[config.mk]
export PLATFORM = sky130hd
export DESIGN_NAME = vfc_cal
export DESIGN_NICKNAME = d
export VERILOG_FILES = /design/src/rtl/vfc_pkg.sv /design/src/rtl/vfc_ref_if.sv /design/src/rtl/vfc_cal.sv /design/src/rtl/vfc_ref_div.sv
export VERILOG_INCLUDE_DIRS = /design/src /design/src/rtl
export SDC_FILE = /design/constraint.sdc
export NUM_CORES = 1
export LEC_CHECK = 0
export ABC_AREA = 1
export BUFFER_PORTS_ARGS = -buffer_cell sky130_fd_sc_hd__buf_2
export CORE_ASPECT_RATIO = 1.75
export CORE_MARGIN = 10
export CORE_UTILIZATION = 42
export DETAILED_ROUTE_END_ITERATION = 8
export HOLD_SLACK_MARGIN = 0.03
export PLACE_DENSITY = 0.69
export SLEW_MARGIN = 10
export SYNTH_ARGS = -nofsm -noshare
export SYNTH_HDL_FRONTEND = slang
export SYNTH_HIERARCHICAL = 1
export SYNTH_SLANG_ARGS = --single-unit
[constraint.sdc]
create_clock -name clk -period 6.15 [get_ports clk]
set_input_delay 0.9225 -clock clk [delete_from_list [all_inputs] [get_ports clk]]
set_output_delay 0.9225 -clock clk [all_outputs]
set_load 0.05 [all_outputs]
[src/rtl/vfc_consts.svh]
// Purpose: offsets, field positions, reset values and timing counts of the calibration block
// Assumes: included by bare name from the package, vfc_cal and the bench
// Notes: one 32-bit word per register; bits not listed read as zero
`ifndef VFC_CONSTS_SVH
`define VFC_CONSTS_SVH

// register byte offsets
`define VFC_OFS_CFG      8'h00
`define VFC_OFS_MANUAL   8'h04
`define VFC_OFS_FREQ     8'h08
`define VFC_OFS_STATUS   8'h0C

// configuration word field positions
`define VFC_CFG_MODE_LSB   0
`define VFC_CFG_DIV_LSB    4
`define VFC_CFG_SRCH_LSB   8
`define VFC_CFG_ADJ_BIT    12
`define VFC_CFG_NOISE_LSB  16

// status word field positions
`define VFC_ST_BUSY_BIT    0
`define VFC_ST_DONE_BIT    1
`define VFC_ST_ERR_BIT     2
`define VFC_ST_BAND_LSB    8

// reset values
`define VFC_RST_MODE       3'h0
`define VFC_RST_DIV        2'h1
`define VFC_RST_SRCH       2'h1
`define VFC_RST_NOISE      4'h8
`define VFC_RST_MANUAL     12'h000

// codes
`define VFC_MODE_MANUAL    3'h4
`define VFC_SRCH_LINEAR    2'h1
`define VFC_SRCH_MIXED     2'h2

// comparison window, in divided reference ticks, for the automatic modes
`define VFC_AUTO_WIN0      13'h0010
`define VFC_AUTO_WIN1      13'h0020
`define VFC_AUTO_WIN2      13'h0030
`define VFC_AUTO_WIN3      13'h0040

// band code width and search midpoint
`define VFC_BAND_W         6
`define VFC_BAND_MID       6'h20

`endif

[src/rtl/vfc_pkg.sv]
// Purpose: types shared by the calibration block modules
// Assumes: constants come from vfc_consts.svh
// Notes: state of each module is one packed struct
`include "vfc_consts.svh"
package vfc_pkg;

	typedef enum logic [1:0] {
		VFC_IDLE  = 2'b00,
		VFC_HALVE = 2'b01,
		VFC_STEP  = 2'b10
	} vfc_state_t;

	typedef struct packed {
		logic [2:0]              mode_sel;
		logic [1:0]              div_sel;
		logic [1:0]              search;
		logic                    timing_adj;
		logic [3:0]              noise_opt;
		logic [11:0]             man_const;
		logic [15:0]             freq_word;
		logic [`VFC_BAND_W-1:0]  band;
		vfc_state_t              state;
		logic [2:0]              bit_idx;
		logic                    first;
		logic                    dir_up;
		logic [12:0]             win_cnt;
		logic                    busy;
		logic                    done;
		logic                    err;
		logic [31:0]             rdata;
	} vfc_ctl_t;

	typedef struct packed {
		logic [2:0] cnt;
		logic       tick;
	} vfc_div_t;

endpackage

[src/rtl/vfc_ref_if.sv]
// Purpose: carries divider setting and divided reference tick between the block's modules
// Assumes: single clock domain
// Notes: restart realigns the divider after a setting change
interface vfc_ref_if;
	logic [1:0] div_code;
	logic       restart;
	logic       tick;

	modport div (input div_code, input restart, output tick);
	modport ctl (output div_code, output restart, input tick);
endinterface

[src/rtl/vfc_cal.sv]
// Purpose: VCO band calibration control with its configuration registers
// Assumes: clk is the oscillator input; register port single cycle, read data one cycle later
// Notes: vco_high is the band comparator: high when the VCO runs above target
//
// Contract
// - mode codes 0 to 3 pick the automatic timebase by oscillator band, codes 5 to 7 are reserved.
// - in automatic modes the manual constant and timing adjust bit are ignored.
// - divider codes 1, 2, 3 give divide by 2, 4, 8 of the oscillator; code 0 is reserved.
// - the calibration divider runs independently of the reference counter and detector rate.
// - linear search walks the bands one at a time until the right band is found.
// - mixed search halves the range first, then finishes linearly.
`include "vfc_consts.svh"
module vfc_cal
	import vfc_pkg::*;
#(
	parameter int LIN_BITS = 2
)(
	input  wire logic                   clk,
	input  wire logic                   srst,
	input  wire logic [7:0]             addr,
	input  wire logic [31:0]            wdata,
	input  wire logic                   wr,
	input  wire logic                   rd,
	output logic      [31:0]            rdata,
	input  wire logic                   vco_high,
	output logic      [`VFC_BAND_W-1:0] vco_band,
	output logic                        cal_busy,
	output logic                        cal_done,
	output logic      [3:0]             vco_noise_opt_sel,
	output logic      [15:0]            freq_word
);
	// refuse a finish width that the bit index cannot serve
	if (LIN_BITS < 1 || LIN_BITS >= `VFC_BAND_W) begin : g_bad_lin
		$error("LIN_BITS must be between 1 and band width minus 1");
	end

	vfc_ctl_t  s;
	vfc_ctl_t  next_s;
	vfc_ref_if ref_if ();
	logic      start;
	logic      cfg_wr;
	logic      cmp;
	logic      want_up;
	logic      at_edge;
	logic [12:0] win_len;

	vfc_ref_div u_div (
		.clk    (clk),
		.srst   (srst),
		.ref_if (ref_if.div)
	);

	// a settings change realigns the timebase; a window already under way keeps its count across the new ratio
	assign ref_if.div_code = s.div_sel;
	assign ref_if.restart  = cfg_wr;
	assign cfg_wr = wr && (addr == `VFC_OFS_CFG);
	assign start  = wr && (addr == `VFC_OFS_FREQ);

	// window length: manual fields only count in manual mode
	always_comb begin
		case (s.mode_sel)
			3'h0:    win_len = `VFC_AUTO_WIN0;
			3'h1:    win_len = `VFC_AUTO_WIN1;
			3'h2:    win_len = `VFC_AUTO_WIN2;
			3'h3:    win_len = `VFC_AUTO_WIN3;
			3'h4:    win_len = s.timing_adj ? {s.man_const, 1'b0} : {1'b0, s.man_const};
			default: win_len = `VFC_AUTO_WIN3; // reserved codes fall back to the longest window
		endcase
		if (win_len == 13'h0000) begin
			win_len = 13'h0001; // a zero constant would stretch a window to 8192 ticks
		end
	end

	// one comparison at the end of each window of divided ticks
	assign cmp     = s.busy && ref_if.tick && (s.win_cnt + 13'h0001 == win_len);
	assign want_up = !vco_high;
	assign at_edge = want_up ? (s.band == '1) : (s.band == '0);

	always_comb begin
		next_s = s;
		next_s.rdata = 32'h0000_0000;
		// register writes
		if (cfg_wr) begin
			next_s.mode_sel   = wdata[`VFC_CFG_MODE_LSB +: 3];
			next_s.div_sel    = wdata[`VFC_CFG_DIV_LSB +: 2];
			next_s.search     = wdata[`VFC_CFG_SRCH_LSB +: 2];
			next_s.timing_adj = wdata[`VFC_CFG_ADJ_BIT];
			next_s.noise_opt  = wdata[`VFC_CFG_NOISE_LSB +: 4];
		end
		if (wr && addr == `VFC_OFS_MANUAL) begin
			next_s.man_const = wdata[11:0];
		end
		if (wr && addr == `VFC_OFS_STATUS && wdata[`VFC_ST_ERR_BIT]) begin
			next_s.err = 1'b0;
		end
		// a reserved code sets the error flag; the set wins over a clear
		if (cfg_wr && (wdata[`VFC_CFG_MODE_LSB +: 3] > `VFC_MODE_MANUAL
				|| wdata[`VFC_CFG_DIV_LSB +: 2] == 2'h0
				|| wdata[`VFC_CFG_SRCH_LSB +: 2] == 2'h0
				|| wdata[`VFC_CFG_SRCH_LSB +: 2] == 2'h3)) begin
			next_s.err = 1'b1;
		end
		// window counter
		if (s.busy && ref_if.tick) begin
			next_s.win_cnt = cmp ? 13'h0000 : s.win_cnt + 13'h0001;
		end
		// band search
		case (s.state)
			VFC_HALVE: begin
				if (cmp) begin
					if (vco_high) begin
						next_s.band[s.bit_idx] = 1'b0;
					end
					if (s.bit_idx == 3'(LIN_BITS)) begin
						next_s.state = VFC_STEP;
						next_s.first = 1'b1;
					end else begin
						next_s.bit_idx = s.bit_idx - 3'h1;
						next_s.band[s.bit_idx - 3'h1] = 1'b1;
					end
				end
			end
			VFC_STEP: begin
				if (cmp) begin
					next_s.first  = 1'b0;
					next_s.dir_up = want_up;
					// stop when the comparator turns round or the last band is reached
					if ((!s.first && want_up != s.dir_up) || at_edge) begin
						next_s.state = VFC_IDLE;
						next_s.busy  = 1'b0;
						next_s.done  = 1'b1;
					end else begin
						next_s.band = want_up ? s.band + 1'b1 : s.band - 1'b1;
					end
				end
			end
			default: begin
				next_s.state = VFC_IDLE;
			end
		endcase
		// a new frequency restarts the search at any point: mixed from the midpoint, linear from the current band
		if (start) begin
			next_s.freq_word = wdata[15:0];
			next_s.busy    = 1'b1;
			next_s.done    = 1'b0;
			next_s.win_cnt = 13'h0000;
			next_s.first   = 1'b1;
			if (s.search == `VFC_SRCH_MIXED) begin
				next_s.state   = VFC_HALVE;
				next_s.band    = `VFC_BAND_MID;
				next_s.bit_idx = 3'(`VFC_BAND_W - 1);
			end else begin
				next_s.state = VFC_STEP;
			end
		end
		// read data, valid the cycle after the strobe
		if (rd) begin
			case (addr)
				`VFC_OFS_CFG: begin
					next_s.rdata[`VFC_CFG_MODE_LSB +: 3]  = s.mode_sel;
					next_s.rdata[`VFC_CFG_DIV_LSB +: 2]   = s.div_sel;
					next_s.rdata[`VFC_CFG_SRCH_LSB +: 2]  = s.search;
					next_s.rdata[`VFC_CFG_ADJ_BIT]        = s.timing_adj;
					next_s.rdata[`VFC_CFG_NOISE_LSB +: 4] = s.noise_opt;
				end
				`VFC_OFS_MANUAL: next_s.rdata[11:0] = s.man_const;
				`VFC_OFS_FREQ:   next_s.rdata[15:0] = s.freq_word;
				`VFC_OFS_STATUS: begin
					next_s.rdata[`VFC_ST_BUSY_BIT] = s.busy;
					next_s.rdata[`VFC_ST_DONE_BIT] = s.done;
					next_s.rdata[`VFC_ST_ERR_BIT]  = s.err;
					next_s.rdata[`VFC_ST_BAND_LSB +: `VFC_BAND_W] = s.band;
				end
				default: next_s.rdata = 32'h0000_0000;
			endcase
		end
	end

	always_ff @(posedge clk) begin
		if (srst) begin
			s <= '0;
			s.mode_sel  <= `VFC_RST_MODE;
			s.div_sel   <= `VFC_RST_DIV;
			s.search    <= `VFC_RST_SRCH;
			s.noise_opt <= `VFC_RST_NOISE;
			s.man_const <= `VFC_RST_MANUAL;
			s.band      <= `VFC_BAND_MID;
			s.state     <= VFC_IDLE;
		end else begin
			s <= next_s;
		end
	end

	assign rdata             = s.rdata;
	assign vco_band          = s.band;
	assign cal_busy          = s.busy;
	assign cal_done          = s.done;
	assign vco_noise_opt_sel = s.noise_opt;
	assign freq_word         = s.freq_word;
endmodule // vfc_cal

[src/rtl/vfc_ref_div.sv]
// Purpose: divides the oscillator clock down to the calibration timebase tick
// Assumes: clk is the oscillator input; srst synchronous active high
// Notes: free running; nothing but its own code and restart steers it
module vfc_ref_div
	import vfc_pkg::*;
(
	input  wire logic clk,
	input  wire logic srst,
	vfc_ref_if.div    ref_if
);
	vfc_div_t r;
	vfc_div_t next_r;
	logic [2:0] last;

	// terminal count per code; the reserved code runs as divide by 2
	always_comb begin
		case (ref_if.div_code)
			2'h2:    last = 3'h3;
			2'h3:    last = 3'h7;
			default: last = 3'h1;
		endcase
	end

	// count independent of any other divider in the synthesizer
	always_comb begin
		next_r = r;
		next_r.tick = (r.cnt == last);
		next_r.cnt = (r.cnt == last) ? 3'h0 : r.cnt + 3'h1;
		if (ref_if.restart) begin
			next_r.cnt = 3'h0;
			next_r.tick = 1'b0;
		end
	end

	always_ff @(posedge clk) begin
		if (srst) begin
			r <= '0;
		end else begin
			r <= next_r;
		end
	end

	assign ref_if.tick = r.tick;
endmodule // vfc_ref_div

==> results by group, run 1 <==
Logic synthesis
  – Top-count cell post-synth: nand2_1
  – Area of the mapped netlist: 0.005773 mm2
  – Unique cell type count in the Yosys netlist: 50
  – Number of synthesized flops with an enable pin: 0
  – Synth top area share: 0.3225
  – Synth top area cells: dfxtp_1, nand2_1, buf_4, inv_1, nor2_1
  – Ys async rst share: 0
  – Sequential area share after synthesis: 0.3225
  – Mapped Cells: 866
  – Synth Area per Inst: 6.666 um2
  – Synth area leader: dfxtp_1
  – Synthesized flop and latch total: 93
  – Most common flop cell mapped by yosys: dfxtp_1
  – List of most frequent post-synthesis cells: nand2_1, inv_1, nor2_1
  – Syn. warnings: 6

Clocking
  – Number of setup buffers added after CTS: 0
  – Worst skew pair latency: 350 ps
  – CTS tree: done
  – Clock tree buffer depth: 2
  – Num CTS Buffers: 9
  – H-tree depth: 3
  – Sinks on Clock Net: 93
  – Clock-pin slew on the worst setup and hold paths: 70 ps
  – Cts repair resizes: 0
  – Root buffer cell: clkbuf_16
  – # hold bufs at CTS: 0

Place
  – Port bufs: 80
  – Gpl congestion: between 0.9 and 1
  – Post-DP HPWL: 12600 um
  – Placed Area: just under 0.006 mm2

Timing
  – Hold Fails Final Rpt: 0
  – Setup TNS: 0 ps
  – Slew headroom: 0.5384
  – Fin crit period: 3104 ps
  – Slew Viols, Final: 0
  – Clock skew: 7.356 ps
  – Final period util: 0.5047
  – Slew @ Worst Pin: around 690 ps
  – RSZ-0062 raised after global routing: false
  – F_max: 322.2 MHz
  – Final setup viols: 0
  – Worst hold slack: ~450 ps

Setup path
  – Endpoint class of the critical path: register
  – Critical path depth: 15
  – Reg2Reg Depth: 15
  – Crit start category: register
  – Dominant delay contributor by cell family on the critical path: simple AND/OR/NAND/NOR gates
  – Critical path class: reg2reg
  – R2r setup slk: 3050 ps
  – CP max stage delay: 710 ps
  – Crit path required time: 6370 ps
  – Slowest cell on crit path: dfxtp_1
  – Critical path data arrival time: roughly 3300 ps
  – Crit-path max FO: 17
  – CP Cell Sequence: inv_2 > nand2_1 > nand2_1 > o21ai_1 > nand2_1 > nor2_1 > nand3_1 > nand3_1 > nand4_1 > nor2_4 > nand3_2 > o21ai_1 > inv_1 > nor2_1 > nor2_1
  – Buf/Inv on CP: 2

Global routing
  – Vias in the first global route: 5345
  – Largest net degree at the start of global routing: 37
  – Initial antenna violation count: 0
  – First-pass GRT wire length: approximately 26000 um
  – GRT overflow: 0
  – Global router's overall resource usage: 0.1720

Final layout
  – Nets@finish: approximately 940
  – Inserted Diodes: 0
  – Share of layout cells above drive strength 1: 0.1501
  – Design Area, Final: 0.006227 mm2
  – Layout Area Growth over Synthesis: 7.867%

Pwr
  – Leakage: 0.002895 uW
  – Worst vdd ir: 0.2051 mV
  – Total power per unit cell area: 214.3 mW/mm2

Die
  – Die Y: 175.1 um
  – Die W: about 110 um
  – CORE AREA: roughly 0.013 mm2
  – Ports: ~110
  – Die ar.: 0.01902 mm2
  – Initial Utilization: 0.4291
  – Rows: 56

Drt
  – Routed wire length per instance: 15.21 um
  – Via count: between 5000 and 6000
  – DRT antenna net count: 0
  – First-pass DRT Iterations: 5
  – Post-DR vias/cell: slightly above 5
  – Initial DRC count: 265
  – Routed WL: roughly 16000 um
  – Number of remaining DRC errors: 0

Hold path
  – Hold Path Class: reg2reg
  – WHS Path Cells: 1

Status
  – Status: finished clean

Run
  – Max-Cap Viols: 0
-- worst register-to-register path: cells and delay by family (launching register included) --
family	cells	cell delay [ps]
AOI/OAI and AO/OA	2	320
buffers and inverters	2	280
DFF	1	710
and+or+nand+nor	11	1680
-- sequential cells by signal (all words and copies together), names as in the netlist --
| register | count |
|---|---|
| rdata | 20 |
| vco_noise_opt_sel | 4 |
| freq_word | 16 |
| cal_busy | 1 |
| cal_done | 1 |
| ref_if.div_code | 2 |
| u_div/r | 3 |
| u_div/ref_if.tick | 1 |
| vco_band | 6 |
| s | 39 |
-- stage by stage --
step	power [uW]	instances	setup WS, ps	utilization
after CTS	1341	1067	3068	0.4629
after global placement	696.3	1051	2868	0.4372
after floorplan	679.8	877	3588	-
final	1334	1067	3046	0.4629
after detailed placement	697.3	1051	2847	0.4372
after global routing	1378	1067	2648	0.4629
-- where the power goes --
group          switching [uW]  leakage (uW)  internal, uW
clock                     250      0.000168           401
combinational            55.0       0.00198          19.1
sequential               3.27      0.000750           606
-- routing by layer --
layer | global-route usage | share of wire | up-vias
li1 | - | - | 2777
met1 | 0.1769 | 0.38 | 2475
met2 | 0.3106 | 0.52 | 165
met3 | 0.03648 | 0.056 | 52
met4 | 0.09327 | 0.042 | 0
met5 | 0 | 0 | -
-- cell usage in the layout, fill, tap and decap left out, types with 2 or more instances in the layout --
cell type	instances
nand2_1	201
inv_1	107
nor2_1	100
dfxtp_1	93
buf_2	80
a21oi_1	50
nand3_1	47
o21ai_0	46
nand4_1	26
conb_1	12
nand2_2	11
nor3_1	10
a211oi_1	10
ha_1	10
clkbuf_16	9
o211ai_1	7
xor2_1	6
inv_2	5
xnor2_1	5
nand3_2	4
o21ai_1	4
nor4_1	4
buf_4	4
nor2_4	3
o31ai_1	3
a41oi_1	3
bufinv_16	3
nand2_4	2
nor2_2	2
nand3b_1	2
nor2_8	2
inv_6	2
-- final cells by class --
class,count,area (um2)
Clock inverter,6,116.4
Fill cell,1448,7226
Tap cell,174,217.7
Inverter,114,430.4
Timing Repair Buffer,84,430.4
Clock buffer,10,229.0
Multi-Input combinational cell,586,2942
Sequential cell,93,1862
-- cell families after synthesis --
family,synth area share
and+or+nand+nor,0.3240
buffers and inverters,0.1751
AOI/OAI and AO/OA,0.1331
DFF,0.3225
xor gates and xnor gates,0.01951
adders and majority gates,0.02514
other,0.0006496
-- path summary, 6_finish.rpt --
kind,from,to
worst min-delay path,u_div/r[1]$_SDFF_PP0_,u_div/r[1]$_SDFF_PP0_
worst min register to register,u_div/r[1]$_SDFF_PP0_,u_div/r[1]$_SDFF_PP0_
worst max register to register,s[93]$_SDFFE_PP0P_,s[50]$_SDFF_PP0_
worst max-delay path,s[93]$_SDFFE_PP0P_,s[50]$_SDFF_PP0_
Note: power is estimated with default switching activity, not from simulation.
==> run 2: changes to the inputs <==
Settings changed: PLACE_DENSITY 0.69 to 0.71.
Clock period 6.15 ns to 2.5 ns, I/O delays scaled along.
==> results by group, run 2 (synthesis gave the netlist of run 1 again) <==
Timing
  – Hold Fails Final Rpt: 0 (unchanged)
  – Worst setup margin: 92.91 ps (-2953 ps)
  – Clock skew: 6.318 ps (-1.038 ps)
  – Slew @ Worst Pin: 547.3 ps (-142.5 ps)
  – Slew headroom: 0.6351 (+0.09667)
  – RSZ-0062 raised after global routing: true
  – F_max: 415.4 MHz (+29%)
  – Worst hold slack: 243.6 ps (-206.3 ps)
  – Final setup viols: 0 (unchanged)
  – Final period util: 0.9628 (+0.4582)
  – Setup TNS: 0 ps (unchanged)
  – Slew Viols, Final: 0 (unchanged)
  – Fin crit period: 2407 ps (-696.7 ps)

Status
  – Status: finished clean

Final layout
  – Fill cell count: 1371 (-5.3%)
  – Design Area, Final: 0.006673 mm2 (+7.2%)
  – Most flop-heavy register: s
  – Nets@finish: 979 (+3.7%)
  – Share of layout cells above drive strength 1: 0.2177 (+0.06762)
  – Max FFs per register: 39 (unchanged)
  – Layout Area Growth over Synthesis: 15.58%
  – Final Non-Filler Cells: 1102 (+3.3%)
  – Inserted Diodes: 0 (unchanged)
  – Multi-input logic area: 0.003100 mm2 (+5.4%)
  – FF/Latch Area: 0.001869 mm2 (+0.40%)
  – Most frequent cells in the layout: nand2_1, inv_1, nor2_1
  – Commonest non-fill, non-tap cell in the layout: nand2_1

Die
  – Initial Utilization: 0.4291 (unchanged)
  – Die W: 108.6 um (unchanged)
  – Die ar.: 0.01902 mm2 (unchanged)
  – Rows: 56 (unchanged)
  – Ports: 105 (unchanged)
  – Die Y: 175.1 um (unchanged)
  – CORE AREA: 0.01345 mm2 (unchanged)

Pwr
  – Worst vdd ir: 0.4956 mV (+140%)
  – Leakage: 0.003109 uW (+7.4%)
  – Total power per unit cell area: 463.5 mW/mm2 (+120%)

Setup path
  – Crit path launch: s[36]$_SDFFE_PP0P_
  – Crit start category: register
  – Critical path class: reg2reg
  – Critical path data arrival time: 2640 ps (-680 ps)
  – Endpoint class of the critical path: register
  – Worst R2R Start: s[36]$_SDFFE_PP0P_
  – Crit-path max FO: 13 (-4)
  – Crit path required time: 2740 ps (-3630 ps)

Drt
  – Routed WL: 16250 um (+0.10%)
  – Post-DR vias/cell: 5.038 (-1.7%)
  – Initial DRC count: 281 (+6.0%)
  – Via count: 5552 (+1.5%)
  – Met3 wire len: 970 um (+5.8%)
  – Met2 routed WL: 8623 um (+2.1%)
  – Top sig layer: met4
  – First-pass DRT Iterations: 5 (unchanged)
  – Routed wire length per instance: 14.74 um (-3.1%)
  – DRT antenna net count: 0 (unchanged)
  – DRT met1 WL: 6057 um (-2.0%)
  – Number of remaining DRC errors: 0 (unchanged)

Clocking
  – Clock-pin slew on the worst setup and hold paths: 70 ps (about the same)
  – Root buffer cell: clkbuf_16
  – Sinks on Clock Net: 93 (unchanged)
  – Clock tree buffer depth: 2 (unchanged)
  – Worst skew pair latency: 350 ps (about the same)
  – H-tree depth: 3 (unchanged)
  – # hold bufs at CTS: 0 (unchanged)
  – CTS tree: done
  – Num CTS Buffers: 9 (unchanged)

Hold path
  – Hold path start: wdata[19]
  – Hold Path Class: in2reg

Place
  – Post-DP HPWL: 12690 um (+0.66%)
  – Gpl congestion: 0.9119 (-0.89%)
  – Placed Area: 0.006120 mm2 (+4.0%)
  – Inst Count DP: 1081 (+2.9%)
  – Port bufs: 80 (unchanged)
  – Pre-CTS worst setup slack: -16.04 ps (-2863 ps)

Run
  – Max-Cap Viols: 0 (unchanged)

Global routing
  – Initial antenna violation count: 0 (unchanged)
  – Global router's overall resource usage: 0.1720 (about the same)
  – First-pass GRT wire length: 26340 um (-0.39%)
  – Largest net degree at the start of global routing: 36 (-2.7%)
  – GRT overflow: 0 (unchanged)
  – Vias in the first global route: 5505 (+3.0%)
==> run 2: worst max-delay path, cell delays in order (launching register included) <==
cell and delay (ps):
dfxtp_2 360, ha_4 150, nand2_4 60, nor3_4 290, nand2_1 90, nand2_1 80
nand2_2 60, nand2_2 80, nand2_2 50, nor2_2 120, nand4_1 170, nor2_4 160
buf_12 140, nand2_4 70, inv_6 90, nor2_4 50, buf_12 150, nor2_2 80
nor3_1 40
==> run 2: per-stage QoR <==
| step | utilization | total power [uW] |
|---|---|---|
| final | 0.4960 | 3093 |
| after global routing | 0.4960 | 3198 |
| after CTS | 0.4772 | 3108 |
| after detailed placement | 0.4549 | 1719 |
| after global placement | 0.4549 | 1717 |
| after floorplan | - | 1672 |
==> run 2: layer usage <==
layer	up-vias	GRT usage
li1	2834	-
met1	2515	0.1710
met2	160	0.3177
met3	43	0.04164
met4	0	0.08444
met5	-	0
==> run 2: what timing repair did <==
| item | 4_1_cts | 5_1_grt |
|---|---|---|
| setup buffers | 0 | 6 |
| pin swaps | 1 | 25 |
| resized for setup | 0 | 49 |
| setup endpoints to repair | 5 | 28 |
==> run 2: where the power goes <==
part	internal, uW	switching (uW)
sequential	1490	7.85
combinational	51.8	138
clock	787	618
total	2330	763
==> run 2: area by class of cell <==
class                           count  share of cell area
Clock buffer                       10             0.03431
Clock inverter                      6             0.01069
Inverter                          114             0.06525
Multi-Input combinational cell    586              0.4647
Sequential cell                    93              0.2801
Tap cell                          174             0.03263
Timing Repair Buffer              119              0.1123
==> run 2: path summary, 6_finish.rpt <==
| kind | to | slack (ps) | cells after the start |
|---|---|---|---|
| worst min register to register | u_div/r[1]$_SDFF_PP0_ | 440 | 1 |
| worst max-delay path | s[35]$_SDFFE_PP0P_ | 90 | 18 |
| worst min-delay path | vco_noise_opt_sel[3]$_SDFFE_PP1P_ | 240 | 3 |
| worst max register to register | s[35]$_SDFFE_PP0P_ | 90 | 18 |
